## config.mk

```make
export PLATFORM = sky130hd
export DESIGN_NAME = aicsel_top
export DESIGN_NICKNAME = d
export VERILOG_FILES = /design/src/rtl/aicsel_pkg.sv /design/src/rtl/aicsel_clk_path.sv /design/src/rtl/aicsel_top.sv
export SDC_FILE = /design/constraint.sdc
export NUM_CORES = 1
export LEC_CHECK = 0
export BUFFER_PORTS_ARGS = -buffer_cell sky130_fd_sc_hd__buf_2
export CORE_UTILIZATION = 44
export DETAILED_ROUTE_END_ITERATION = 12
export PLACE_DENSITY = 0.85
export SKIP_LAST_GASP = 1
export SLEW_MARGIN = 20
export SYNTH_ARGS = -nofsm -noshare
export SYNTH_HDL_FRONTEND = slang
export SYNTH_SLANG_ARGS = --single-unit
```

## constraint.sdc

```tcl
create_clock -name pclk -period 2.55 [get_ports pclk]
set_clock_uncertainty 0.05 [all_clocks]
set_input_delay 0.3825 -clock pclk [delete_from_list [all_inputs] [get_ports pclk]]
set_output_delay 0.3825 -clock pclk [all_outputs]
set_load 0.02 [all_outputs]
```

## src/rtl/aicsel_pkg.sv

```systemverilog
// Package with register map, field positions and reset values for the port A clock selector.
// How it works
// Two-bit field picks one of four clock sources.
// Invert bit flips the selected clock.
// Halve bit divides the selected clock by two.
// Output clock runs only while gate bit set; here it runs on after the bit clears, until the path is next held low.
// Software clears gate before changing the source.
// Software enables a locked loop before selecting it.
// Core clock taken from port A or B.
// Software keeps core clock within frequency limits.
// Software keeps port clocks within frequency limits.
// Lower core clock minimum without oversampling flags.
// Mixer bandwidth follows core clock source port rate.
// Software picks active or fastest port as source.
// Both pulls requested means neither pull enabled.
// Maximum limit applies to the halved clock.
// Software keeps slave port clock frame-synchronous.
// Unsynchronised clock drops or repeats samples.
// Mixed rates configure ratio for higher rate.
// Gating never produces a shortened clock phase.
package aicsel_pkg;
   localparam logic [11:0] AICSEL_PORTA_SETUP_OFS = 12'h200;
   localparam logic [11:0] AICSEL_CORE_SETUP_OFS = 12'h208;
   localparam logic [11:0] AICSEL_PAD_SETUP_OFS = 12'h20c;
   localparam logic [11:0] AICSEL_STATUS_OFS = 12'h210;
   localparam int AICSEL_GATE_BIT = 0;
   localparam int AICSEL_HALVE_BIT = 1;
   localparam int AICSEL_INV_BIT = 2;
   localparam int AICSEL_SRC_LSB = 3;
   localparam logic [15:0] AICSEL_PORTA_SETUP_RST = 16'h0000;
   localparam logic [4:0] AICSEL_PORTA_SETUP_MASK = 5'h1f;
   localparam logic [3:0] AICSEL_PAD_SETUP_RST = 4'h0;
   localparam logic [1:0] AICSEL_SYNC_STAGES = 2'h2;
   typedef enum logic [1:0] {
      AICSEL_SRC_REF_A = 2'b00,
      AICSEL_SRC_REF_B = 2'b01,
      AICSEL_SRC_LOOP_A = 2'b10,
      AICSEL_SRC_LOOP_B = 2'b11
   } aicsel_src_t;
   typedef enum logic [1:0] {
      AICSEL_ST_OFF = 2'b00,
      AICSEL_ST_RUN = 2'b01,
      AICSEL_ST_STOP = 2'b10
   } aicsel_state_t;
endpackage

```

## src/rtl/aicsel_clk_path.sv

```systemverilog
// Clock path: source pick, invert, halve and glitch-free gate, all on pclk enables.
`timescale 1ns/1ps
module aicsel_clk_path
   import aicsel_pkg::*;
(
   input wire logic pclk, // System clock.
   input wire logic presetn, // Asynchronous reset, active low.
   input wire logic [3:0] src_levels, // Sampled levels of ref A, ref B, loop A, loop B.
   input wire logic [1:0] src_pick, // Source select code.
   input wire logic invert, // Invert selected clock.
   input wire logic halve, // Divide by two.
   input wire logic gate_on, // Requested enable.
   output logic clk_out, // Gated output clock level.
   output logic running // Output clock is active.
);
   aicsel_state_t state_q, state_d;
   logic sel_q, half_q, out_q;
   logic sel_d, half_d;
   // Sources are taken as levels on pclk; a source not locked to the frame clock drops or repeats samples downstream.
   wire logic src_level = src_levels[src_pick] ^ invert;
   wire logic rise = src_level & ~sel_q;
   wire logic path_level = halve ? half_q : sel_q;
   wire logic path_next = halve ? (rise ? ~half_q : half_q) : src_level;
   wire logic at_low = ~path_level & ~path_next;
   assign sel_d = src_level;
   assign half_d = rise ? ~half_q : half_q;
   // Start and stop only while the path stays low so no phase is cut short.
   always_comb begin
      state_d = state_q;
      case (state_q)
         AICSEL_ST_OFF: if (gate_on && at_low) state_d = AICSEL_ST_RUN;
         AICSEL_ST_RUN: if (!gate_on) state_d = AICSEL_ST_STOP;
         AICSEL_ST_STOP: if (gate_on) state_d = AICSEL_ST_RUN;
            else if (at_low) state_d = AICSEL_ST_OFF;
         default: state_d = AICSEL_ST_OFF;
      endcase
   end
   always_ff @(posedge pclk or negedge presetn) begin
      if (!presetn) begin
         state_q <= AICSEL_ST_OFF;
         sel_q <= 1'b0;
         half_q <= 1'b0;
         out_q <= 1'b0;
      end else begin
         state_q <= state_d;
         sel_q <= sel_d;
         half_q <= half_d;
         out_q <= (state_d != AICSEL_ST_OFF) ? path_next : 1'b0;
      end
   end
   assign clk_out = out_q;
   assign running = (state_q != AICSEL_ST_OFF);

   property p_off_low;
      @(posedge pclk) disable iff (!presetn) (state_q == AICSEL_ST_OFF) |-> !out_q;
   endproperty
   a_off_low: assert property (p_off_low) else $error("Output clock high while gated off.");
   property p_start_low;
      @(posedge pclk) disable iff (!presetn) $rose(running) |-> !out_q;
   endproperty
   a_start_low: assert property (p_start_low) else $error("Clock gate opened mid phase.");
   property p_stop_low;
      @(posedge pclk) disable iff (!presetn) $fell(running) |-> !out_q && !$past(out_q);
   endproperty
   a_stop_low: assert property (p_stop_low) else $error("Clock gate closed mid phase.");
   property p_halve;
      @(posedge pclk) disable iff (!presetn)
         (state_q == AICSEL_ST_RUN && $stable(src_pick) && $stable(invert) && halve && $past(halve)
         && (src_levels[src_pick] ^ invert) && !sel_q) |=> out_q != $past(out_q);
   endproperty
   a_halve: assert property (p_halve) else $error("Halved clock missed a toggle.");
   property p_pass;
      @(posedge pclk) disable iff (!presetn)
         (state_q == AICSEL_ST_RUN && gate_on && !halve) |=> out_q == $past(src_levels[src_pick] ^ invert);
   endproperty
   a_pass: assert property (p_pass) else $error("Undivided clock not following source.");
   c_run: cover property (@(posedge pclk) disable iff (!presetn) $rose(running));
   c_halve: cover property (@(posedge pclk) disable iff (!presetn) running && halve && $rose(out_q));
   c_stop: cover property (@(posedge pclk) disable iff (!presetn) $fell(running));
endmodule // aicsel_clk_path

```

## src/rtl/aicsel_top.sv

```systemverilog
// Port A clock selector with APB registers, core clock pick and pad pull control.
`timescale 1ns/1ps
module aicsel_top
   import aicsel_pkg::*;
(
   input wire logic pclk, // System clock, 100 MHz.
   input wire logic presetn, // Asynchronous reset, active low.
   input wire logic psel, // APB select.
   input wire logic penable, // APB enable.
   input wire logic pwrite, // APB write.
   input wire logic [11:0] paddr, // APB byte address.
   input wire logic [31:0] pwdata, // APB write data.
   input wire logic [3:0] pstrb, // APB byte strobes.
   output logic [31:0] prdata, // APB read data.
   output logic pready, // APB ready.
   output logic pslverr, // APB error on unmapped address.
   input wire logic ext_ref_clock_a, // Reference clock A level.
   input wire logic ext_ref_clock_b, // Reference clock B level.
   input wire logic locked_loop_a, // Locked loop A output level.
   input wire logic locked_loop_b, // Locked loop B output level.
   input wire logic port_b_master_clock, // Port B clock level.
   input wire logic [3:0] port_a_sample_rate, // Port A rate code.
   input wire logic [3:0] port_b_sample_rate, // Port B rate code.
   output logic port_a_master_clock, // Gated port A clock.
   output logic core_system_clock, // Core clock level.
   output logic [3:0] mixer_rate_code, // Rate code setting mixer bandwidth.
   output logic [1:0] ref_pullup_en, // Pull-up enables for ref A and B.
   output logic [1:0] ref_pulldown_en // Pull-down enables for ref A and B.
);
   logic [4:0] porta_q;
   logic core_src_q;
   logic [3:0] pad_q;
   logic core_q;
   logic [3:0] mix_q;
   logic running;
   logic a_clk;
   wire logic wr = psel & penable & pwrite;
   wire logic hit_porta = (paddr == AICSEL_PORTA_SETUP_OFS);
   wire logic hit_core = (paddr == AICSEL_CORE_SETUP_OFS);
   wire logic hit_pad = (paddr == AICSEL_PAD_SETUP_OFS);
   wire logic hit_stat = (paddr == AICSEL_STATUS_OFS);
   wire logic mapped = hit_porta | hit_core | hit_pad | hit_stat;
   wire logic port_a_clock_gate_on = porta_q[AICSEL_GATE_BIT];
   wire logic port_a_clock_halve = porta_q[AICSEL_HALVE_BIT];
   wire logic port_a_clock_invert = porta_q[AICSEL_INV_BIT];
   wire logic [1:0] port_a_clock_source_pick = porta_q[AICSEL_SRC_LSB +: 2];
   // Pulls: bits 1:0 pull-up, 3:2 pull-down; a pin asking for both gets neither.
   wire logic [1:0] both_pulls = pad_q[1:0] & pad_q[3:2];
   // Status is read-only and never refuses a write, so writes there are dropped quietly.
   wire logic [31:0] rd_mux = hit_porta ? {27'h0000000, porta_q} :
                              hit_core ? {31'h00000000, core_src_q} :
                              hit_pad ? {28'h0000000, pad_q} :
                              hit_stat ? {26'h0000000, running, core_q, mix_q} : 32'h00000000;

   assign pready = 1'b1;
   assign pslverr = psel & penable & ~mapped;
   assign ref_pullup_en = pad_q[1:0] & ~both_pulls;
   assign ref_pulldown_en = pad_q[3:2] & ~both_pulls;
   assign port_a_master_clock = a_clk;
   assign core_system_clock = core_q;
   assign mixer_rate_code = mix_q;

   always_ff @(posedge pclk or negedge presetn) begin
      if (!presetn) begin
         porta_q <= AICSEL_PORTA_SETUP_RST[4:0];
         core_src_q <= 1'b0;
         pad_q <= AICSEL_PAD_SETUP_RST;
      end else if (wr && pstrb[0]) begin
         if (hit_porta) porta_q <= pwdata[4:0] & AICSEL_PORTA_SETUP_MASK;
         if (hit_core) core_src_q <= pwdata[0];
         if (hit_pad) pad_q <= pwdata[3:0];
      end
   end

   always_ff @(posedge pclk or negedge presetn) begin
      if (!presetn) begin
         prdata <= 32'h00000000;
         core_q <= 1'b0;
         mix_q <= 4'h0;
      end else begin
         if (psel && !penable && !pwrite) prdata <= rd_mux;
         core_q <= core_src_q ? port_b_master_clock : a_clk;
         mix_q <= core_src_q ? port_b_sample_rate : port_a_sample_rate;
      end
   end

   aicsel_clk_path u_path (
      .pclk(pclk),
      .presetn(presetn),
      .src_levels({locked_loop_b, locked_loop_a, ext_ref_clock_b, ext_ref_clock_a}),
      .src_pick(port_a_clock_source_pick),
      .invert(port_a_clock_invert),
      .halve(port_a_clock_halve),
      .gate_on(port_a_clock_gate_on),
      .clk_out(a_clk),
      .running(running)
   );

   property p_core_b;
      @(posedge pclk) disable iff (!presetn) core_src_q && $stable(core_src_q) |=> core_q == $past(port_b_master_clock);
   endproperty
   a_core_b: assert property (p_core_b) else $error("Core clock not taken from port B.");
   property p_mix;
      @(posedge pclk) disable iff (!presetn)
         !core_src_q |=> mix_q == $past(port_a_sample_rate);
   endproperty
   a_mix: assert property (p_mix) else $error("Mixer rate not from port A.");
   property p_pulls;
      @(posedge pclk) disable iff (!presetn) (pad_q[0] && pad_q[2]) |-> !ref_pullup_en[0] && !ref_pulldown_en[0];
   endproperty
   a_pulls: assert property (p_pulls) else $error("Both pulls left on for ref A.");
   c_core_b: cover property (@(posedge pclk) disable iff (!presetn) core_src_q && core_q);
endmodule // aicsel_top

```

; ---- Word-level counts from Yosys, hierarchy flattened
; Cells that the tools add are included.
[word_totals]
register_bits = 52
inputBits = 66
out_inout_bits = 44
elab_cells = 64
[classes]
magnitude_cmp = 1
n_eq_ne = 6
n_mux = 17
n_bitwise = 18
reduce_logical = 12
[op_table]
columns = cell, count
row1 = $eq 12x10->1 const B, 4
row2 = $mux 6, 4
row3 = $mux 2, 4
row4 = $and 2x2->2, 3
row5 = $mux 1, 6
row6 = $pmux 2 s3, 1
row7 = $reduce_and 2->1, 3
row8 = $and 1x1->1, 5
row9 = $not 1->1, 5
row10 = $logic_and 1x1->1, 4
row11 = $mux 4, 1
row12 = $reduce_bool 2->1, 2
row13 = $lt 2x3->1 const B, 1
row14 = $or 1x1->1, 3
row15 = $bmux 1 s2, 1
row16 = $eq 2x1->1 const B, 1
row17 = $eq 2x2->1 const B, 1
row18 = $logic_not 1->1, 2
row19 = $logic_not 2->1, 1
row20 = $not 2->2, 1
row21 = $xor 1x1->1, 1

; ---- Longest topological paths before layout
; Gate-level depths: netlist of run 1.
[logic_depth]
ltp_word = 13
mapped_depth = 5
depth_no_buf = 4

; ---- Hierarchy
; A second synthesis of run 1 with hierarchy kept.
[unflattened]
hier_cells = 146
hier_area_um2 = 1590.3
[by_module_without_submodules]
columns = module, n_inst, cells_per_inst, area_each_um2, seq_area_each_um2
row1 = aicsel_top, 1, 115, 1256.2, 525.5
row2 = aicsel_clk_path, 1, 31, 334.1, 125.1

; ---- Least setup slack after synthesis of run 1
; Ideal clock, no wire load.
[synth_path]
kind = in2reg
start = input paddr[6]
end = register pad_q[0]
setup_time_ps = 125
t_arrival_ps = 1826
required_time_ps = 2375
slack_ps = 549
stages = 5
path_buffers = 1
path_cell_list = nor4_4 > nand4b_4 > or4_4 > buf_6 > mux2_4
[synth_between]
elab_chain_len = 2
[synth_rtl]
columns = element, line_no
row1 = from (decl), aicsel_top.sv:11  ; input wire logic [11:0] paddr,
row2 = $eq 12x10->1, aicsel_top.sv:40  ; wire logic hit_pad = (paddr == AICSEL_PAD_SETUP_OFS);
row3 = $reduce_and 2->1 (no line), -
row4 = to (signal assigned), aicsel_top.sv:71  ; if (hit_pad) pad_q <= pwdata[3:0];
row5 = to (decl), aicsel_top.sv:32  ; logic [3:0] pad_q;
; Every way passes these cells.
; A chain may end at the register's enable or synchronous reset.

; ---- Final worst setup path of run 1
[layout_path]
start = input paddr[6]
end = output pslverr
[layout_between]
elab_chain_len = 6
word_cells_on_any_way = 9
cone_classes = eq/ne (4) / bitwise (5)
[layout_rtl]
columns = element, line_no
row1 = $eq 12x10->1 (on tied branches), "aicsel_top.sv:38, aicsel_top.sv:39"
row2 = $or 1x1->1 (2 in series), aicsel_top.sv:42  ; wire logic mapped = hit_porta | hit_core | hit_pad | hit_stat;
row3 = $or 1x1->1 (*), aicsel_top.sv:42
row4 = $not 1->1 (*), aicsel_top.sv:56  ; assign pslverr = psel & penable & ~mapped;
row5 = $and 1x1->1 (*), aicsel_top.sv:56
row6 = to (decl), aicsel_top.sv:16  ; output logic pslverr,
; Every way passes the cells marked *; elsewhere a longest branch is shown, timed or not.

==> flow_summary.json, run 1 <==
{
  "outcome": "finished clean",
  "hp-class": "in -> reg",
  "cts_buffers": 3,
  "core-area_um2": 3390,
  "grt_start_max_net_pins": 27,
  "slew_violations": 0,
  "antenna_cells": 0,
  "clkTransAtPathRegs_ns": 0.14,
  "drtPass1Iterations": 4,
  "wl_per_cell_um": 11.86,
  "chipHeight_um": 61.95,
  "ys_seq_area_share_pct": 41.14,
  "grtUsageTotal_pct": 16.47,
  "crit_path_end_kind": "output port",
  "p_leak_nw": 0.9437,
  "pre_cts_ws_ns": 0.4298,
  "powerDensity_nw_per_um2": 423.2,
  "cts-resized-gates": 0,
  "finalNonFillerCells": 244,
  "rsz0062_at_grt": "no",
  "critPathLaunchType": "input port",
  "grt_pass1_vias": 1049,
  "synthTopCellsByArea": "dfrtp_1, buf_4, mux2_2",
  "hp-start": "port_b_master_clock",
  "tightest_slew_ns": 0.5615,
  "initial_core_util_pct": 46.66,
  "crit_path_max_fanout": 9,
  "final_common_cell": "buf_2",
  "dp_cells": 239,
  "drt.antenna.violating_nets": 0,
  "syn_to_final_growth_pct": 14.72,
  "rows": 21,
  "synthArstFlopShare_pct": 100.0,
  "drt-total-wl_um": 2895,
  "synth_top_cell_by_area": "dfrtp_1",
  "finalSetupViolCount": 0,
  "grt_pass1_wl_um": 4554,
  "syn_inst": 147,
  "drive_gt1_share_pct": 39.39,
  "via_per_inst": 4.705,
  "rr_worst_depth": 4,
  "worstPathArrival_ns": 1.39,
  "synth-main-ff-cell": "dfrtp_1",
  "die_x_um": 61.95,
  "tns_ns": 0,
  "fin_util_pct": 53.53,
  "drtIter0Drc": 27,
  "layout.nets": 265,
  "cts.sinks": 26,
  "ys_ff_latch": 26,
  "cts_tree": "built",
  "pin_count": 110,
  "synth_top_area_share_pct": 41.14,
  "place_hpwl_um": 2353,
  "synth_area_per_cell_um2": 10.76,
  "numPortBuffers": 52,
  "min_period_ns": 1.821,
  "max_slew_margin_pct": 62.57,
  "antenna_found_initial": 0,
  "worst_slack_ns": 0.7294,
  "fin_crit_sh_pct": 71.40,
  "cap_violations": 0,
  "gr-total-overflow": 0,
  "ff2ff_setup_slack_ns": 1.12,
  "final_cell_mix": "buf_2, conb_1, dfrtp_1",
  "synthDistinctLibCells": 34,
  "ir_drop_mv": 0.2837,
  "worstPathRequired_ns": 2.12,
  "fmax_mhz": 549.3,
  "hold_path_depth": 2,
  "drcViolationCount": 0,
  "holdPathEnd": "core_system_clock",
  "clockBufferDepth": 2,
  "cts_setup_buffers": 0,
  "clk_latency_ns": 0.32,
  "root_buffer": "clkbuf_4",
  "crit_type": "in -> out",
  "ctsHtreeMaxLevel": 1,
  "finalWeightedCongestion": 0.7343,
  "cts_hold_buf": 1,
  "r2r-end": "u_path.state_q[1]",
  "synth_area_um2": 1582,
  "vias": 1148,
  "final_hold_viol_count": 0,
  "synth-edff-count": 0,
  "die_area_um2": 3838,
  "yosys_warnings": 0,
  "r2r-start": "porta_q[3]"
}
cells in the mapped netlist (2+ instances only):
| library cell | instances |
|---|---|
| clkbuf_1 | 3 |
| buf_4 | 27 |
| mux2_2 | 12 |
| nor2b_1 | 5 |
| o21ai_0 | 2 |
| xnor2_1 | 3 |
| o31ai_1 | 6 |
| mux2i_1 | 8 |
| conb_1 | 2 |
| nand2_1 | 11 |
| nor4_4 | 2 |
| dfrtp_1 | 26 |
| nor2_1 | 11 |
| o21a_1 | 2 |
| mux2_4 | 4 |
| a21oi_1 | 4 |
| nand2b_1 | 2 |
how the worst max path moves through the flow:
stage | end | from | cells after the start
5_1_grt | pslverr | paddr[6] | 6
4_1_cts | pslverr | paddr[6] | 6
3_5_place_dp | pad_q[2] | paddr[6] | 5
3_3_place_gp | pad_q[2] | paddr[6] | 5
6_report | pslverr | paddr[6] | 6
2_1_floorplan | pad_q[0] | paddr[6] | 5
metrics by stage:
step           total power, mW  hold slack [ns]  area [um2]
2_1_floorplan           0.5469          0.03691        1675
3_3_place_gp            0.5643           0.3627        1768
3_5_place_dp            0.5672           0.3659        1768
4_1_cts                 0.7772           0.2181        1814
5_1_grt                 0.8082           0.2146        1814
6_report                0.7679           0.2243        1814
state kept, by name, indices dropped and copies added, names as in the netlist:
signal and cells:
porta_q 5, u_path.half_q 1, pad_q 4, u_path.sel_q 1
u_path.clk_out 1, core_system_clock 1, mixer_rate_code 4, core_src_q 1
u_path.state_q 2, prdata 6
layer usage:
layer / track usage (%) / share of wire (%) / vias to the layer above
li1: - / - / 559
met1: 21.23 / 44 / 528
met2: 26.90 / 48 / 54
met3: 4.348 / 6.2 / 7
met4: 5.397 / 1.6 / 0
met5: 0 / 0 / -
power by group:
part	switching, mW	internal [mW]
sequential	0.0129	0.425
clock	0.120	0.0874
combinational	0.0820	0.0404
area by class of cell:
| class | instances | area, um2 |
|---|---|---|
| fill | 323 | 1575 |
| multi-input combinational | 114 | 795.8 |
| clock buffer | 4 | 36.28 |
| sequential | 26 | 650.6 |
| timing repair buffer | 53 | 270.3 |
| inverter | 1 | 3.754 |
| tap | 46 | 57.56 |
worst max-delay path: stages:
cell and delay (ns):
buf_2 0.11, nor4_4 0.30, nand4b_4 0.21, a21oi_1 0.18, nor2_1 0.05, buf_2 0.15
cells by family after synthesis:
kind of cell	count (synthesis)	synth area share, %
mux	24	17.41
flops	26	41.14
xor+xnor	4	2.216
buf+inv	32	14.48
other cells	2	0.4749
compound gates	19	8.228
simple gates	40	16.06
Power figures use the tool's default switching activity.
==> inputs of run 2 (changes only) <==
--- a/config.mk
+++ b/config.mk
@@ -6,9 +6,9 @@
 export NUM_CORES = 1
 export LEC_CHECK = 0
 export BUFFER_PORTS_ARGS = -buffer_cell sky130_fd_sc_hd__buf_2
-export CORE_UTILIZATION = 44
+export CORE_UTILIZATION = 37
 export DETAILED_ROUTE_END_ITERATION = 12
-export PLACE_DENSITY = 0.85
+export PLACE_DENSITY = 0.76
 export SKIP_LAST_GASP = 1
 export SLEW_MARGIN = 20
 export SYNTH_ARGS = -nofsm -noshare
==> constraint.sdc (replaced) <==
create_clock -name pclk -period 1.6 [get_ports pclk]
set_clock_uncertainty 0.05 [all_clocks]
set_input_delay 0.24 -clock pclk [delete_from_list [all_inputs] [get_ports pclk]]
set_output_delay 0.24 -clock pclk [all_outputs]
set_load 0.02 [all_outputs]
==> flow_summary.json, run 2 (synthesis gave the netlist of run 1 again) <==
{
  "outcome": "finished clean",
  "drt-total-wl_um": 3026,
  "p_leak_nw": 0.9962,
  "tightest_slew_ns": 0.5776,
  "worstPathRequired_ns": 1.72,
  "fmax_mhz": 640.9,
  "root_buffer": "clkbuf_8",
  "power_frac_seq_pct": 52.6,
  "rr_worst_depth": 4,
  "regMostFlops": "prdata",
  "dp_cells": 248,
  "pre_cts_ws_ns": -0.2776,
  "finalSetupViolCount": 0,
  "fin_crit_sh_pct": 97.52,
  "drive_gt1_share_pct": 41.67,
  "finalWeightedCongestion": 0.7655,
  "final_common_cell": "buf_2",
  "crit_path_end_kind": "register",
  "min_period_ns": 1.560,
  "drtIter0Drc": 21,
  "cts.sinks": 26,
  "netSwitchingPower_mw": 0.3596,
  "layout.nets": 271,
  "cap_violations": 0,
  "ff2ff_setup_slack_ns": 0.18,
  "powerDensity_nw_per_um2": 701.2,
  "gr-total-overflow": 0,
  "grt_pass1_wl_um": 4781,
  "clkPwrFrac_pct": 32.2,
  "finalNonFillerCells": 254,
  "r2r-start": "porta_q[3]",
  "antenna_cells": 0,
  "r2r-end": "u_path.state_q[1]",
  "worstPathArrival_ns": 1.68,
  "tns_ns": 0,
  "core-area_um2": 4058,
  "crit_type": "in -> reg",
  "grt_start_max_net_pins": 27,
  "worst_slack_ns": 0.03965,
  "rsz0062_at_grt": "yes",
  "largest_register_ff_count": 6,
  "chipHeight_um": 67.38,
  "setup.worst_path.end": "pad_q[2]",
  "final_hold_viol_count": 0,
  "critPathLaunchType": "input port",
  "drcViolationCount": 0,
  "clkTransAtPathRegs_ns": 0.09,
  "pin_count": 110,
  "initial_core_util_pct": 38.98,
  "ir_drop_mv": 0.6214,
  "cts_tree": "built",
  "syn_to_final_growth_pct": 19.54,
  "max_slew_margin_pct": 61.49,
  "rows": 23,
  "crit_path_start": "paddr[6]",
  "crit_path_max_fanout": 4,
  "clockBufferDepth": 2,
  "grt_pass1_vias": 1026,
  "multi_input_area_um2": 799.5,
  "grtUsageTotal_pct": 14.38,
  "die_x_um": 67.38,
  "n_fill_cell": 398,
  "wl_per_cell_um": 11.91,
  "antenna_found_initial": 0,
  "drtPass1Iterations": 4,
  "hp-class": "in -> reg",
  "hp-start": "port_b_master_clock",
  "comb_power_share_pct": 15.2,
  "clk_latency_ns": 0.27,
  "ctsHtreeMaxLevel": 1,
  "power.share.switching_pct": 27.13,
  "slew_violations": 0,
  "via_per_inst": 4.551,
  "vias": 1156,
  "seq_area_um2": 650.6,
  "internal_power_mw": 0.9660,
  "largestRegisters": "prdata (6), porta_q (5)",
  "drt.antenna.violating_nets": 0,
  "die_area_um2": 4540,
  "numPortBuffers": 52,
  "cts_buffers": 3,
  "place_hpwl_um": 2449,
  "final_cell_mix": "buf_2, conb_1, dfrtp_1"
}
## run 2: cell types whose count changed in the layout (fill, tap and decap cells not counted), sizes merged
cell,previous run,this run
buf,52,58
## run 2: power by group through the flow
stage	clock network, mW	logic [mW]	registers [mW]
4_1_cts	0.441	0.203	0.697
6_report	0.427	0.202	0.697
3_5_place_dp	0	0.200	0.710
3_3_place_gp	0	0.198	0.709
2_1_floorplan	0	0.160	0.712
5_1_grt	0.472	0.226	0.700
## run 2: layout make-up
type                            instances  share of cell area, %
Tap cell                               50                  3.309
Clock buffer                            4                  2.912
Multi-Input combinational cell        114                  42.29
Sequential cell                        26                  34.41
Inverter                                1                 0.1985
Timing Repair Buffer                   59                  16.88
## run 2: timing repair
item,CTS,global route
resized for setup,2,0
endpoints found under the setup margin,1,5
pin swaps,1,3
setup buffers,0,1
endpoints found under the hold margin,26,0
hold buffers,1,0
## run 2: worst max-delay path, cell delays in order
cell      delay, ns
buf_2          0.11
nor4_4         0.31
nand4b_4       0.14
or4_4          0.55
mux2_4         0.32
## run 2: stage by stage
stage               hold slack, ns  power (mW)  utilization [%]  cell area (um2)
floorplan                  -0.1056      0.8718                -             1675
global placement            0.2173      0.9062            44.62             1810
detailed placement          0.2202      0.9096            44.62             1810
CTS                         0.1394       1.340            46.41             1883
global route                0.1305       1.398            46.59             1891
finish                      0.1405       1.326            46.59             1891
## run 2: worst min-delay path by stage
stage	end	cells past startpoint	slack [ns]
3_3_place_gp	prdata[3]	1	0.22
5_1_grt	mixer_rate_code[2]	2	0.13
4_1_cts	core_system_clock	2	0.14
6_report	core_system_clock	2	0.14
3_5_place_dp	prdata[2]	1	0.22
2_1_floorplan	core_src_q	0	-0.11
## run 2: layer usage
metal | global-route usage (%) | up-vias | part of all wire (%)
met3 | 4.054 | 5 | 6.6
met5 | 0 | - | 0
met4 | 4.787 | 0 | 1.1
met2 | 23.88 | 51 | 48
met1 | 17.83 | 534 | 44
li1 | - | 566 | -
